[config.mk]
export PLATFORM = sky130hd
export DESIGN_NAME = dnc_ctrl
export DESIGN_NICKNAME = d
export VERILOG_FILES = /design/src/verilog/dnc_pkg.sv /design/src/verilog/dnc_ctrl.sv /design/src/verilog/dnc_timer.sv
export SDC_FILE = /design/constraint.sdc
export NUM_CORES = 1
export LEC_CHECK = 0
export ABC_AREA = 1
export BUFFER_PORTS_ARGS = -buffer_cell sky130_fd_sc_hd__buf_4
export CAP_MARGIN = 10
export CORE_MARGIN = 1.5
export CORE_UTILIZATION = 61
export DETAILED_ROUTE_END_ITERATION = 10
export PLACE_DENSITY_LB_ADDON = 0.05
export SETUP_SLACK_MARGIN = 0.2
export SYNTH_ARGS = -nofsm -noshare
export SYNTH_HDL_FRONTEND = slang
export SYNTH_HIERARCHICAL = 1
export SYNTH_SLANG_ARGS = --single-unit
[constraint.sdc]
create_clock -name clk_i -period 3.45 [get_ports clk_i]
set_clock_uncertainty 0.2 [all_clocks]
set_input_delay 1.035 -clock clk_i [delete_from_list [all_inputs] [get_ports clk_i]]
set_output_delay 1.035 -clock clk_i [all_outputs]
set_load 0.005 [all_outputs]
[src/verilog/dnc_pkg.sv]
package dnc_pkg;
    localparam int CLK_MHZ = 40; // system clock rate
    localparam int ADDR_W = 11; // multiplexed address width
    localparam int ROW_CNT_W = 10; // refresh row counter width
    localparam int NIB_LEN = 4; // bits in one nibble burst
    localparam int INIT_CYCLES = 8; // refresh cycles at power-up
    localparam int REF_ROWS = 1024; // rows per refresh period
    localparam int T_PAUSE_US = 200; // power-up pause
    localparam int T_REF_MS = 128; // refresh period
    localparam int T_RAS_NS = 80; // row strobe low time
    localparam int T_RP_NS = 50; // row precharge
    localparam int T_RAC_NS = 80; // access from row strobe
    localparam int T_RCD_NS = 20; // row to column strobe delay
    localparam int T_CWL_NS = 20; // write to column / row lead
    localparam int T_NCP_NS = 10; // nibble column precharge
    localparam int T_NPA_NS = 35; // nibble access from precharge
    localparam int T_NC_NS = 40; // nibble cycle time
    localparam int T_FCAC_NS = 60; // counter test column access

    // least time in ns to whole cycles, rounded up, at least one
    function automatic int cyc_min(input int ns);
        int c;
        c = (ns * CLK_MHZ + 999) / 1000;
        return (c < 1) ? 1 : c;
    endfunction

    localparam int PAUSE_CYC = T_PAUSE_US * CLK_MHZ; // pause in cycles
    // longest refresh spacing, rounded down
    localparam int REF_INT_CYC = (T_REF_MS * 1000 * CLK_MHZ) / REF_ROWS;
    localparam int RAS_CYC = cyc_min(T_RAS_NS);
    localparam int RP_CYC = cyc_min(T_RP_NS);
    localparam int RCD_CYC = cyc_min(T_RCD_NS);
    localparam int CWL_CYC = cyc_min(T_CWL_NS);
    localparam int NCP_CYC = cyc_min(T_NCP_NS);
    localparam int FCAC_CYC = cyc_min(T_FCAC_NS);
    // column strobe low until row access time has passed (row, col lead 2)
    localparam int ACC_CYC = cyc_min(T_RAC_NS) - 2;
    // nibble column low so precharge plus low covers access and cycle time
    localparam int NIB_CAS_CYC = (cyc_min(T_NPA_NS) > cyc_min(T_NC_NS))
        ? cyc_min(T_NPA_NS) - NCP_CYC : cyc_min(T_NC_NS) - NCP_CYC;
    localparam int TMR_W = 16; // step timer width

    typedef enum logic [2:0] {
        OP_READ, OP_WRITE, OP_RMW, OP_NIB_READ, OP_NIB_WRITE, OP_TEST_SET, OP_CTEST
    } dnc_op_t;

    // user request
    typedef struct packed {
        dnc_op_t op;
        logic [ADDR_W-1:0] row;
        logic [ADDR_W-1:0] col;
        logic [NIB_LEN-1:0] wdata;
    } dnc_req_t;

    // memory pins driven by the controller
    typedef struct packed {
        logic ras_n;
        logic cas_n;
        logic we_n;
        logic [ADDR_W-1:0] addr;
        logic din;
    } dnc_pins_t;

    localparam dnc_pins_t PINS_RST = '{ras_n: 1'b1, cas_n: 1'b1, we_n: 1'b1,
        addr: 11'h000, din: 1'b0};
endpackage

[src/verilog/dnc_ctrl.sv]
`timescale 1ns/1ps
// controller that drives the nibble mode memory through its strobes
module dnc_ctrl #(
    parameter int PAUSE_CYC = dnc_pkg::PAUSE_CYC,
    parameter int REF_INT_CYC = dnc_pkg::REF_INT_CYC,
    parameter bit USE_CBR_INIT = 1'b0,
    parameter bit USE_CBR = 1'b0
) (
    input wire logic clk_i,
    input wire logic rstn_i,
    input wire logic ce_i,
    input wire logic req_valid_i,
    input wire dnc_pkg::dnc_req_t req_i,
    input wire logic dout_i,
    output logic req_ready_o,
    output logic rsp_valid_o,
    output logic [dnc_pkg::NIB_LEN-1:0] rsp_data_o,
    output logic init_done_o,
    output logic ras_n_o,
    output logic cas_n_o,
    output logic we_n_o,
    output logic [dnc_pkg::ADDR_W-1:0] mux_address_o,
    output logic din_o
);
    localparam int TW = dnc_pkg::TMR_W;

    typedef enum logic [3:0] {
        ST_PAUSE, ST_PRE, ST_IDLE, ST_ROW, ST_ACT, ST_COL, ST_CAS, ST_NPRE,
        ST_WE, ST_RREF, ST_CBR_CAS, ST_CBR_RAS, ST_CT_CHI, ST_CT_CAS
    } dnc_state_t;

    dnc_state_t state_r, state_nxt; // sequencer state
    dnc_pkg::dnc_pins_t pins_r, pins_nxt; // registered pin levels
    dnc_pkg::dnc_req_t req_r, req_nxt; // request in progress
    logic acc_r, acc_nxt; // a user access is in progress
    logic [3:0] init_cnt_r, init_cnt_nxt; // init refreshes issued
    logic init_done_r, init_done_nxt;
    logic [dnc_pkg::ROW_CNT_W-1:0] ref_row_r, ref_row_nxt; // next row to refresh
    logic ref_pend_r, ref_pend_nxt; // refresh owed
    logic [dnc_pkg::NIB_LEN-1:0] rdata_r, rdata_nxt; // collected read bits
    logic [1:0] nib_idx_r, nib_idx_nxt; // bit within nibble
    logic rsp_valid_r, rsp_valid_nxt;
    logic ready_r, ready_nxt;
    logic tmr_load; // step timer load strobe
    logic [TW-1:0] tmr_val;
    logic tmr_done;
    logic ref_tick; // refresh spacing elapsed
    logic use_cbr; // refresh kind for the next refresh
    logic pause_armed_r; // pause loaded since reset

    // early write ops drive write strobe low before column strobe
    function automatic logic is_early(input dnc_pkg::dnc_op_t op);
        return (op == dnc_pkg::OP_WRITE) || (op == dnc_pkg::OP_NIB_WRITE);
    endfunction

    function automatic logic is_nib(input dnc_pkg::dnc_op_t op);
        return (op == dnc_pkg::OP_NIB_READ) || (op == dnc_pkg::OP_NIB_WRITE);
    endfunction

    // timer for the length of each step
    dnc_timer #(.W(TW)) u_step (
        .clk_i(clk_i),
        .rstn_i(rstn_i),
        .ce_i(ce_i),
        .load_i(tmr_load),
        .value_i(tmr_val),
        .done_o(tmr_done)
    );

    // timer spacing refreshes so all rows are covered each period
    dnc_timer #(.W(TW)) u_ref (
        .clk_i(clk_i),
        .rstn_i(rstn_i),
        .ce_i(ce_i),
        .load_i(ref_tick),
        .value_i(TW'(REF_INT_CYC - 1)),
        .done_o(ref_tick)
    );

    assign use_cbr = init_done_r ? USE_CBR : USE_CBR_INIT;

    // sequencer next state
    always_comb begin
        state_nxt = state_r;
        req_nxt = req_r;
        acc_nxt = acc_r;
        init_cnt_nxt = init_cnt_r;
        init_done_nxt = init_done_r;
        ref_row_nxt = ref_row_r;
        rdata_nxt = rdata_r;
        nib_idx_nxt = nib_idx_r;
        rsp_valid_nxt = 1'b0;
        tmr_load = 1'b0;
        tmr_val = '0;
        // a refresh tick sets the owed flag even while it is taken
        ref_pend_nxt = ref_pend_r | ref_tick;
        case (state_r)
            ST_PAUSE: begin
                // strobes stay high through the pause
                if (!pause_armed_r) begin
                    tmr_load = 1'b1;
                    tmr_val = TW'(PAUSE_CYC);
                end else if (tmr_done) begin
                    state_nxt = ST_IDLE;
                end
            end
            ST_IDLE: begin
                if (!init_done_r || ref_pend_r) begin
                    // refresh first: init cycles or owed refresh
                    ref_pend_nxt = ref_tick;
                    if (!init_done_r) begin
                        init_cnt_nxt = init_cnt_r + 4'h1;
                    end
                    tmr_load = 1'b1;
                    if (use_cbr) begin
                        state_nxt = ST_CBR_CAS;
                    end else begin
                        state_nxt = ST_RREF;
                        tmr_val = TW'(dnc_pkg::RAS_CYC - 1);
                    end
                end else if (req_valid_i && ready_r) begin
                    // take the user request
                    req_nxt = req_i;
                    acc_nxt = 1'b1;
                    rdata_nxt = '0;
                    nib_idx_nxt = '0;
                    tmr_load = 1'b1;
                    if (req_i.op == dnc_pkg::OP_TEST_SET || req_i.op == dnc_pkg::OP_CTEST) begin
                        state_nxt = ST_CBR_CAS;
                    end else begin
                        state_nxt = ST_ROW;
                    end
                end
            end
            ST_ROW: begin
                // row address set up one cycle before the fall
                state_nxt = ST_ACT;
                tmr_load = 1'b1;
                tmr_val = TW'(dnc_pkg::RCD_CYC - 1);
            end
            ST_ACT: begin
                if (tmr_done) begin
                    state_nxt = ST_COL;
                    tmr_load = 1'b1;
                end
            end
            ST_COL: begin
                state_nxt = ST_CAS;
                tmr_load = 1'b1;
                tmr_val = TW'(dnc_pkg::ACC_CYC - 1);
            end
            ST_CAS: begin
                if (tmr_done) begin
                    // sample while column strobe is still low
                    rdata_nxt = {rdata_r[dnc_pkg::NIB_LEN-2:0], dout_i};
                    tmr_load = 1'b1;
                    if (is_nib(req_r.op) && nib_idx_r != 2'(dnc_pkg::NIB_LEN - 1)) begin
                        state_nxt = ST_NPRE;
                        nib_idx_nxt = nib_idx_r + 2'h1;
                        tmr_val = TW'(dnc_pkg::NCP_CYC - 1);
                    end else if (req_r.op == dnc_pkg::OP_RMW) begin
                        state_nxt = ST_WE;
                        tmr_val = TW'(dnc_pkg::CWL_CYC - 1);
                    end else begin
                        state_nxt = ST_PRE;
                        tmr_val = TW'(dnc_pkg::RP_CYC - 1);
                    end
                end
            end
            ST_NPRE: begin
                if (tmr_done) begin
                    state_nxt = ST_CAS;
                    tmr_load = 1'b1;
                    tmr_val = TW'(dnc_pkg::NIB_CAS_CYC - 1);
                end
            end
            ST_WE: begin
                // write strobe low for the lead time before both rises
                if (tmr_done) begin
                    state_nxt = ST_PRE;
                    tmr_load = 1'b1;
                    tmr_val = TW'(dnc_pkg::RP_CYC - 1);
                end
            end
            ST_RREF: begin
                if (tmr_done) begin
                    ref_row_nxt = ref_row_r + 1'b1;
                    state_nxt = ST_PRE;
                    tmr_load = 1'b1;
                    tmr_val = TW'(dnc_pkg::RP_CYC - 1);
                end
            end
            ST_CBR_CAS: begin
                // column strobe falls one cycle before the row strobe
                state_nxt = ST_CBR_RAS;
                tmr_load = 1'b1;
                tmr_val = TW'(dnc_pkg::RAS_CYC - 1);
            end
            ST_CBR_RAS: begin
                if (tmr_done) begin
                    tmr_load = 1'b1;
                    if (acc_r && req_r.op == dnc_pkg::OP_CTEST) begin
                        state_nxt = ST_CT_CHI;
                        tmr_val = TW'(dnc_pkg::NCP_CYC - 1);
                    end else begin
                        state_nxt = ST_PRE;
                        tmr_val = TW'(dnc_pkg::RP_CYC - 1);
                    end
                end
            end
            ST_CT_CHI: begin
                if (tmr_done) begin
                    state_nxt = ST_CT_CAS;
                    tmr_load = 1'b1;
                    tmr_val = TW'(dnc_pkg::FCAC_CYC - 1);
                end
            end
            ST_CT_CAS: begin
                if (tmr_done) begin
                    // read old bit, then write new one in the same access
                    rdata_nxt = {rdata_r[dnc_pkg::NIB_LEN-2:0], dout_i};
                    state_nxt = ST_WE;
                    tmr_load = 1'b1;
                    tmr_val = TW'(dnc_pkg::CWL_CYC - 1);
                end
            end
            ST_PRE: begin
                // both strobes high for row precharge
                if (tmr_done) begin
                    state_nxt = ST_IDLE;
                    rsp_valid_nxt = acc_r;
                    acc_nxt = 1'b0;
                    if (!init_done_r && init_cnt_r == 4'(dnc_pkg::INIT_CYCLES)) begin
                        init_done_nxt = 1'b1;
                    end
                end
            end
            default: begin
                state_nxt = ST_IDLE;
            end
        endcase
        ready_nxt = (state_nxt == ST_IDLE) && init_done_nxt && !ref_pend_nxt && !rsp_valid_nxt;
    end

    // pin levels follow the next state so they stay aligned with it
    always_comb begin
        pins_nxt = pins_r;
        pins_nxt.ras_n = 1'b1;
        pins_nxt.cas_n = 1'b1;
        pins_nxt.we_n = 1'b1;
        case (state_nxt)
            ST_ROW: begin
                pins_nxt.addr = req_nxt.row;
            end
            ST_ACT: begin
                pins_nxt.ras_n = 1'b0;
                pins_nxt.addr = req_nxt.row;
            end
            ST_COL, ST_CAS, ST_NPRE: begin
                // early write: write strobe low before column falls
                pins_nxt.ras_n = 1'b0;
                pins_nxt.cas_n = (state_nxt != ST_CAS);
                pins_nxt.addr = req_nxt.col;
                pins_nxt.we_n = !is_early(req_nxt.op);
                pins_nxt.din = is_nib(req_nxt.op)
                    ? req_nxt.wdata[2'(dnc_pkg::NIB_LEN - 1) - nib_idx_nxt]
                    : req_nxt.wdata[0];
            end
            ST_WE: begin
                // delayed write strobe after the bit was read
                pins_nxt.ras_n = 1'b0;
                pins_nxt.cas_n = 1'b0;
                pins_nxt.we_n = 1'b0;
                pins_nxt.din = req_nxt.wdata[0];
            end
            ST_RREF: begin
                // row-only refresh: column strobe high throughout
                pins_nxt.ras_n = 1'b0;
                pins_nxt.addr = {1'b0, ref_row_nxt};
            end
            ST_CBR_CAS, ST_CBR_RAS: begin
                pins_nxt.ras_n = (state_nxt == ST_CBR_CAS);
                pins_nxt.cas_n = 1'b0;
                pins_nxt.we_n = !(acc_nxt && req_nxt.op == dnc_pkg::OP_TEST_SET);
            end
            ST_CT_CHI, ST_CT_CAS: begin
                // second column strobe latches the column address
                pins_nxt.ras_n = 1'b0;
                pins_nxt.cas_n = (state_nxt == ST_CT_CHI);
                pins_nxt.addr = req_nxt.col;
                pins_nxt.din = req_nxt.wdata[0];
            end
            default: begin
                pins_nxt.ras_n = 1'b1;
            end
        endcase
    end

    // register all state, frozen while enable is low
    always_ff @(posedge clk_i or negedge rstn_i) begin
        if (!rstn_i) begin
            state_r <= ST_PAUSE;
            pins_r <= dnc_pkg::PINS_RST;
            req_r <= '0;
            acc_r <= 1'b0;
            init_cnt_r <= '0;
            init_done_r <= 1'b0;
            ref_row_r <= '0;
            ref_pend_r <= 1'b0;
            rdata_r <= '0;
            nib_idx_r <= '0;
            rsp_valid_r <= 1'b0;
            ready_r <= 1'b0;
        end else if (ce_i) begin
            state_r <= state_nxt;
            pins_r <= pins_nxt;
            req_r <= req_nxt;
            acc_r <= acc_nxt;
            init_cnt_r <= init_cnt_nxt;
            init_done_r <= init_done_nxt;
            ref_row_r <= ref_row_nxt;
            ref_pend_r <= ref_pend_nxt;
            rdata_r <= rdata_nxt;
            nib_idx_r <= nib_idx_nxt;
            rsp_valid_r <= rsp_valid_nxt;
            ready_r <= ready_nxt;
        end
    end

    // set once the pause has been loaded
    always_ff @(posedge clk_i or negedge rstn_i) begin
        if (!rstn_i) begin
            pause_armed_r <= 1'b0;
        end else if (ce_i) begin
            pause_armed_r <= 1'b1;
        end
    end

    assign req_ready_o = ready_r;
    assign rsp_valid_o = rsp_valid_r;
    assign rsp_data_o = rdata_r;
    assign init_done_o = init_done_r;
    assign ras_n_o = pins_r.ras_n;
    assign cas_n_o = pins_r.cas_n;
    assign we_n_o = pins_r.we_n;
    assign mux_address_o = pins_r.addr;
    assign din_o = pins_r.din;
endmodule // dnc_ctrl

[src/verilog/dnc_timer.sv]
`timescale 1ns/1ps
// loadable down counter, done while it stands at zero
module dnc_timer #(
    parameter int W = 16
) (
    input wire logic clk_i,
    input wire logic rstn_i,
    input wire logic ce_i,
    input wire logic load_i,
    input wire logic [W-1:0] value_i,
    output logic done_o
);
    logic [W-1:0] cnt_r; // remaining cycles
    logic [W-1:0] cnt_nxt;

    // load wins, else count down to zero
    always_comb begin
        cnt_nxt = cnt_r;
        if (load_i) begin
            cnt_nxt = value_i;
        end else if (cnt_r != '0) begin
            cnt_nxt = cnt_r - 1'b1;
        end
    end

    // register, frozen while enable is low
    always_ff @(posedge clk_i or negedge rstn_i) begin
        if (!rstn_i) begin
            cnt_r <= '0;
        end else if (ce_i) begin
            cnt_r <= cnt_nxt;
        end
    end

    assign done_o = (cnt_r == '0);
endmodule // dnc_timer
==> summary.txt <==
commonest non-fill, non-tap cell in the layout: nand2_1
worst-path cell chain: inv_1 > ha_4 > nand2_2 > nor2_4 > nand2_1 > nor2_2 > nand2_1 > nor2_4 > inv_2 > nand2_2 > nand2_1 > nor2_1 > nand2_1 > nand2_1 > nand2_4 > nor2_4 > nand2_2 > buf_4 > nand3_1 > nand3_1 > nand2_1 > nand2_1
Num CTS Buffers: 9
sw frac: 0.432
Overflow after GRT: 0
Critical Path AT: 3.10 ns
Crit path max-delay family: simple AND/OR/NAND/NOR gates
critical path endpoint category: flip-flop
routability cong.: 1.02
area grow syn2layout: 15.2%
I/O Buffers: 55
area taken by multi-input logic gates: 3800 µm²
fraction of layout cells with a size suffix above 1: 0.146
Cell Area, Synth: 6980 µm²
Yosys reg bits: 106
sw power: 2510 µW
Worst path slowest cell: dfrtp_1
Synthesis Warnings: 6
CTS tree: built
Starting Density: 0.635
met2 wire length: 7490 µm
Via Count: 6,594
Fmax: 328 MHz
Critical R2R Launch: u_step/cnt_r[1]
outcome: complete, no violations
fin crit period: 3.05 ns
Hold Crit Start: init_cnt_r[3]
Seq pwr share: 0.342
Rows: 38
largest net degree at the start of global routing: 69
Leak: 0.00434 µW
worst setup path class: reg -> reg
Worst-Skew Late Latency: 0.36 ns
Fin Setup TNS: 0 ns
Die Width: 110 µm
Final Max Tran Viols: 0
detailed-router iteration count before antenna repair: 5
Buf/Inv on CP: 3
Post-Syn Instances: 1,042
most frequent cells in the layout: nand2_1 (347), inv_1 (114), o21ai_0 (104)
DR top layer: met4
CP Launch Type: flip-flop
DP Wirelength: 11,700 µm
Met1 Wirelength: 7820 µm
Max Root-Sink Buffers: 2
Comb pwr share: 0.460
max-cap viol count: 0
Total Wirelength: 16,400 µm
RSZ-0062 raised after global routing: false
drc violations: 0
final hold slack: 0.281 ns
peak supply drop: 0.579 mV
Routed Antenna Nets: 0
die area: 12,100 µm²
first-pass GRT wire length: 27,400 µm
core area: 11,000 µm²
Register Area: 2660 µm²
required time of the critical path: 3.51 ns
Num Clock Sinks: 106
CP Max Fanout: 11
hold violation total from the final report: 0
most used cell, CP: nand2_1
total power: 5810 µW
clk slew on worst S/H paths: 0.07 ns
# setup viols final: 0
WL/cell: 12.9 µm
Crit. Startpoint: u_step/cnt_r[1]
Final period util: 0.883
Seq/Total Area, Yosys: 0.381
post-synthesis cell type count: 44
Root Buffer: clkbuf_16
n_diodes: 0
I/O pin count: 56
syn avg cell area: 6.70 µm²
iteration-0 DRC count of the detailed router: 551
routed vias/inst: 5.22
total global-route track usage: 0.290
internal power: 3300 µW
die height: 110 µm
initial antenna violation count: 0
HP Class: reg -> reg
vias in the first global route: 5,911
fill count: 902
Clock power frac: 0.199
met3 WL: 806 µm
Finished Core Util: 0.732
Hold-fix buffers, CTS: 0
H-tree depth reported by CTS: 3
CP max stage delay: 0.40 ns
Layout Nets: 1,158
Power Density: 723 nW/µm²
-- flip-flops by register name (all words and copies together), names as in the netlist, 2 cells and up --
signal and count:
u_step/cnt_r 16, rsp_data_o 4, mux_address_o 11, nib_idx_r 2, init_cnt_r 4, req_r 29
u_ref/cnt_r 16, ref_row_r 10, state_r 4
-- cell usage after synthesis (all sizes together) --
cell      n  area [µm²]
a211oi    1        12.5
a21boi    6        48.8
a21oi    19        98.9
a221oi    1        8.76
a31oi     1        6.26
buf      16         126
clkbuf   17        63.8
conb      2        7.51
dfrtp   103        2580
dfstp     3        78.8
ha        6        75.1
inv     127         482
mux2i     2        20.0
nand2   361        1390
nand3    92         490
nand3b    8        60.1
nand4     7        43.8
nor2    121         537
nor3      3        15.0
nor4      1        6.26
o211ai    2        15.0
o21a      2        15.0
o21ai   112         572
o21bai    4        30.0
o221ai    2        17.5
o31ai     1        7.51
or2       9        56.3
xnor2     1        8.76
xor2     12         105
-- layout make-up --
type                       count  share of cell area
clock buffer                  11              0.0302
tap                          140              0.0218
inverter                     127              0.0599
clock inverter                 5              0.0106
timing repair buffer          76              0.0746
multi-input combinational    798               0.472
sequential                   106               0.331
-- cell families (layout without fill, tap and decap cells) --
kind of cell             Yosys count  after routing  share of synthesized area
XOR/XNOR                          13             13                     0.0163
buffers and inverters            160            219                     0.0963
AND/OR/NAND/NOR                  602            602                      0.373
AO/OA/AOI/OAI                    151            151                      0.119
multiplexers                       2              2                    0.00287
flip-flops                       106            106                      0.381
other                              2             24                    0.00108
adder cells (fa/ha/maj)            6              6                     0.0108
-- layer usage --
layer | global-route usage | vias up
met3 | 0.0640 | 19
met5 | 0 | -
li1 | - | 3418
met4 | 0.0770 | 0
met1 | 0.400 | 3000
met2 | 0.463 | 157
-- repair_timing --
action / CTS / global route
resized for setup: 5 / 11
pin swaps: 0 / 3
buffers inserted: 2 / 6
endpoints found under the setup margin: 11 / 32
-- stage by stage --
step                      setup slack, ns  cell area (µm²)  instances
after floorplan                     0.376             7060       1064
after global placement              0.209             7580       1239
after detailed placement           0.0321             7580       1239
after CTS                           0.212             7950       1257
after global routing                0.164             8040       1263
final                               0.402             8040       1263
-- power by group through the flow --
| stage | Clock (µW) | Combinational, µW | Sequential, µW |
|---|---|---|---|
| after floorplan | 0 | 1920 | 1920 |
| after CTS | 1170 | 2550 | 1980 |
| after global placement | 0 | 2460 | 1990 |
| final | 1150 | 2670 | 1990 |
| after global routing | 1220 | 3050 | 2040 |
| after detailed placement | 0 | 2520 | 1980 |
-- worst paths after layout --
check                                         to  slack [ns]  depth (start not counted)
worst max-delay path            mux_address_o[6]        0.40                         22
worst min-delay path               init_cnt_r[3]        0.28                          1
worst max register to register  mux_address_o[6]        0.40                         22
worst min register to register     init_cnt_r[3]        0.28                          1
max in group asynchronous                ras_n_o        1.99                          2
min in group asynchronous        u_ref/cnt_r[14]        0.37                          1
No activity file was read; power rests on OpenSTA's default activity.
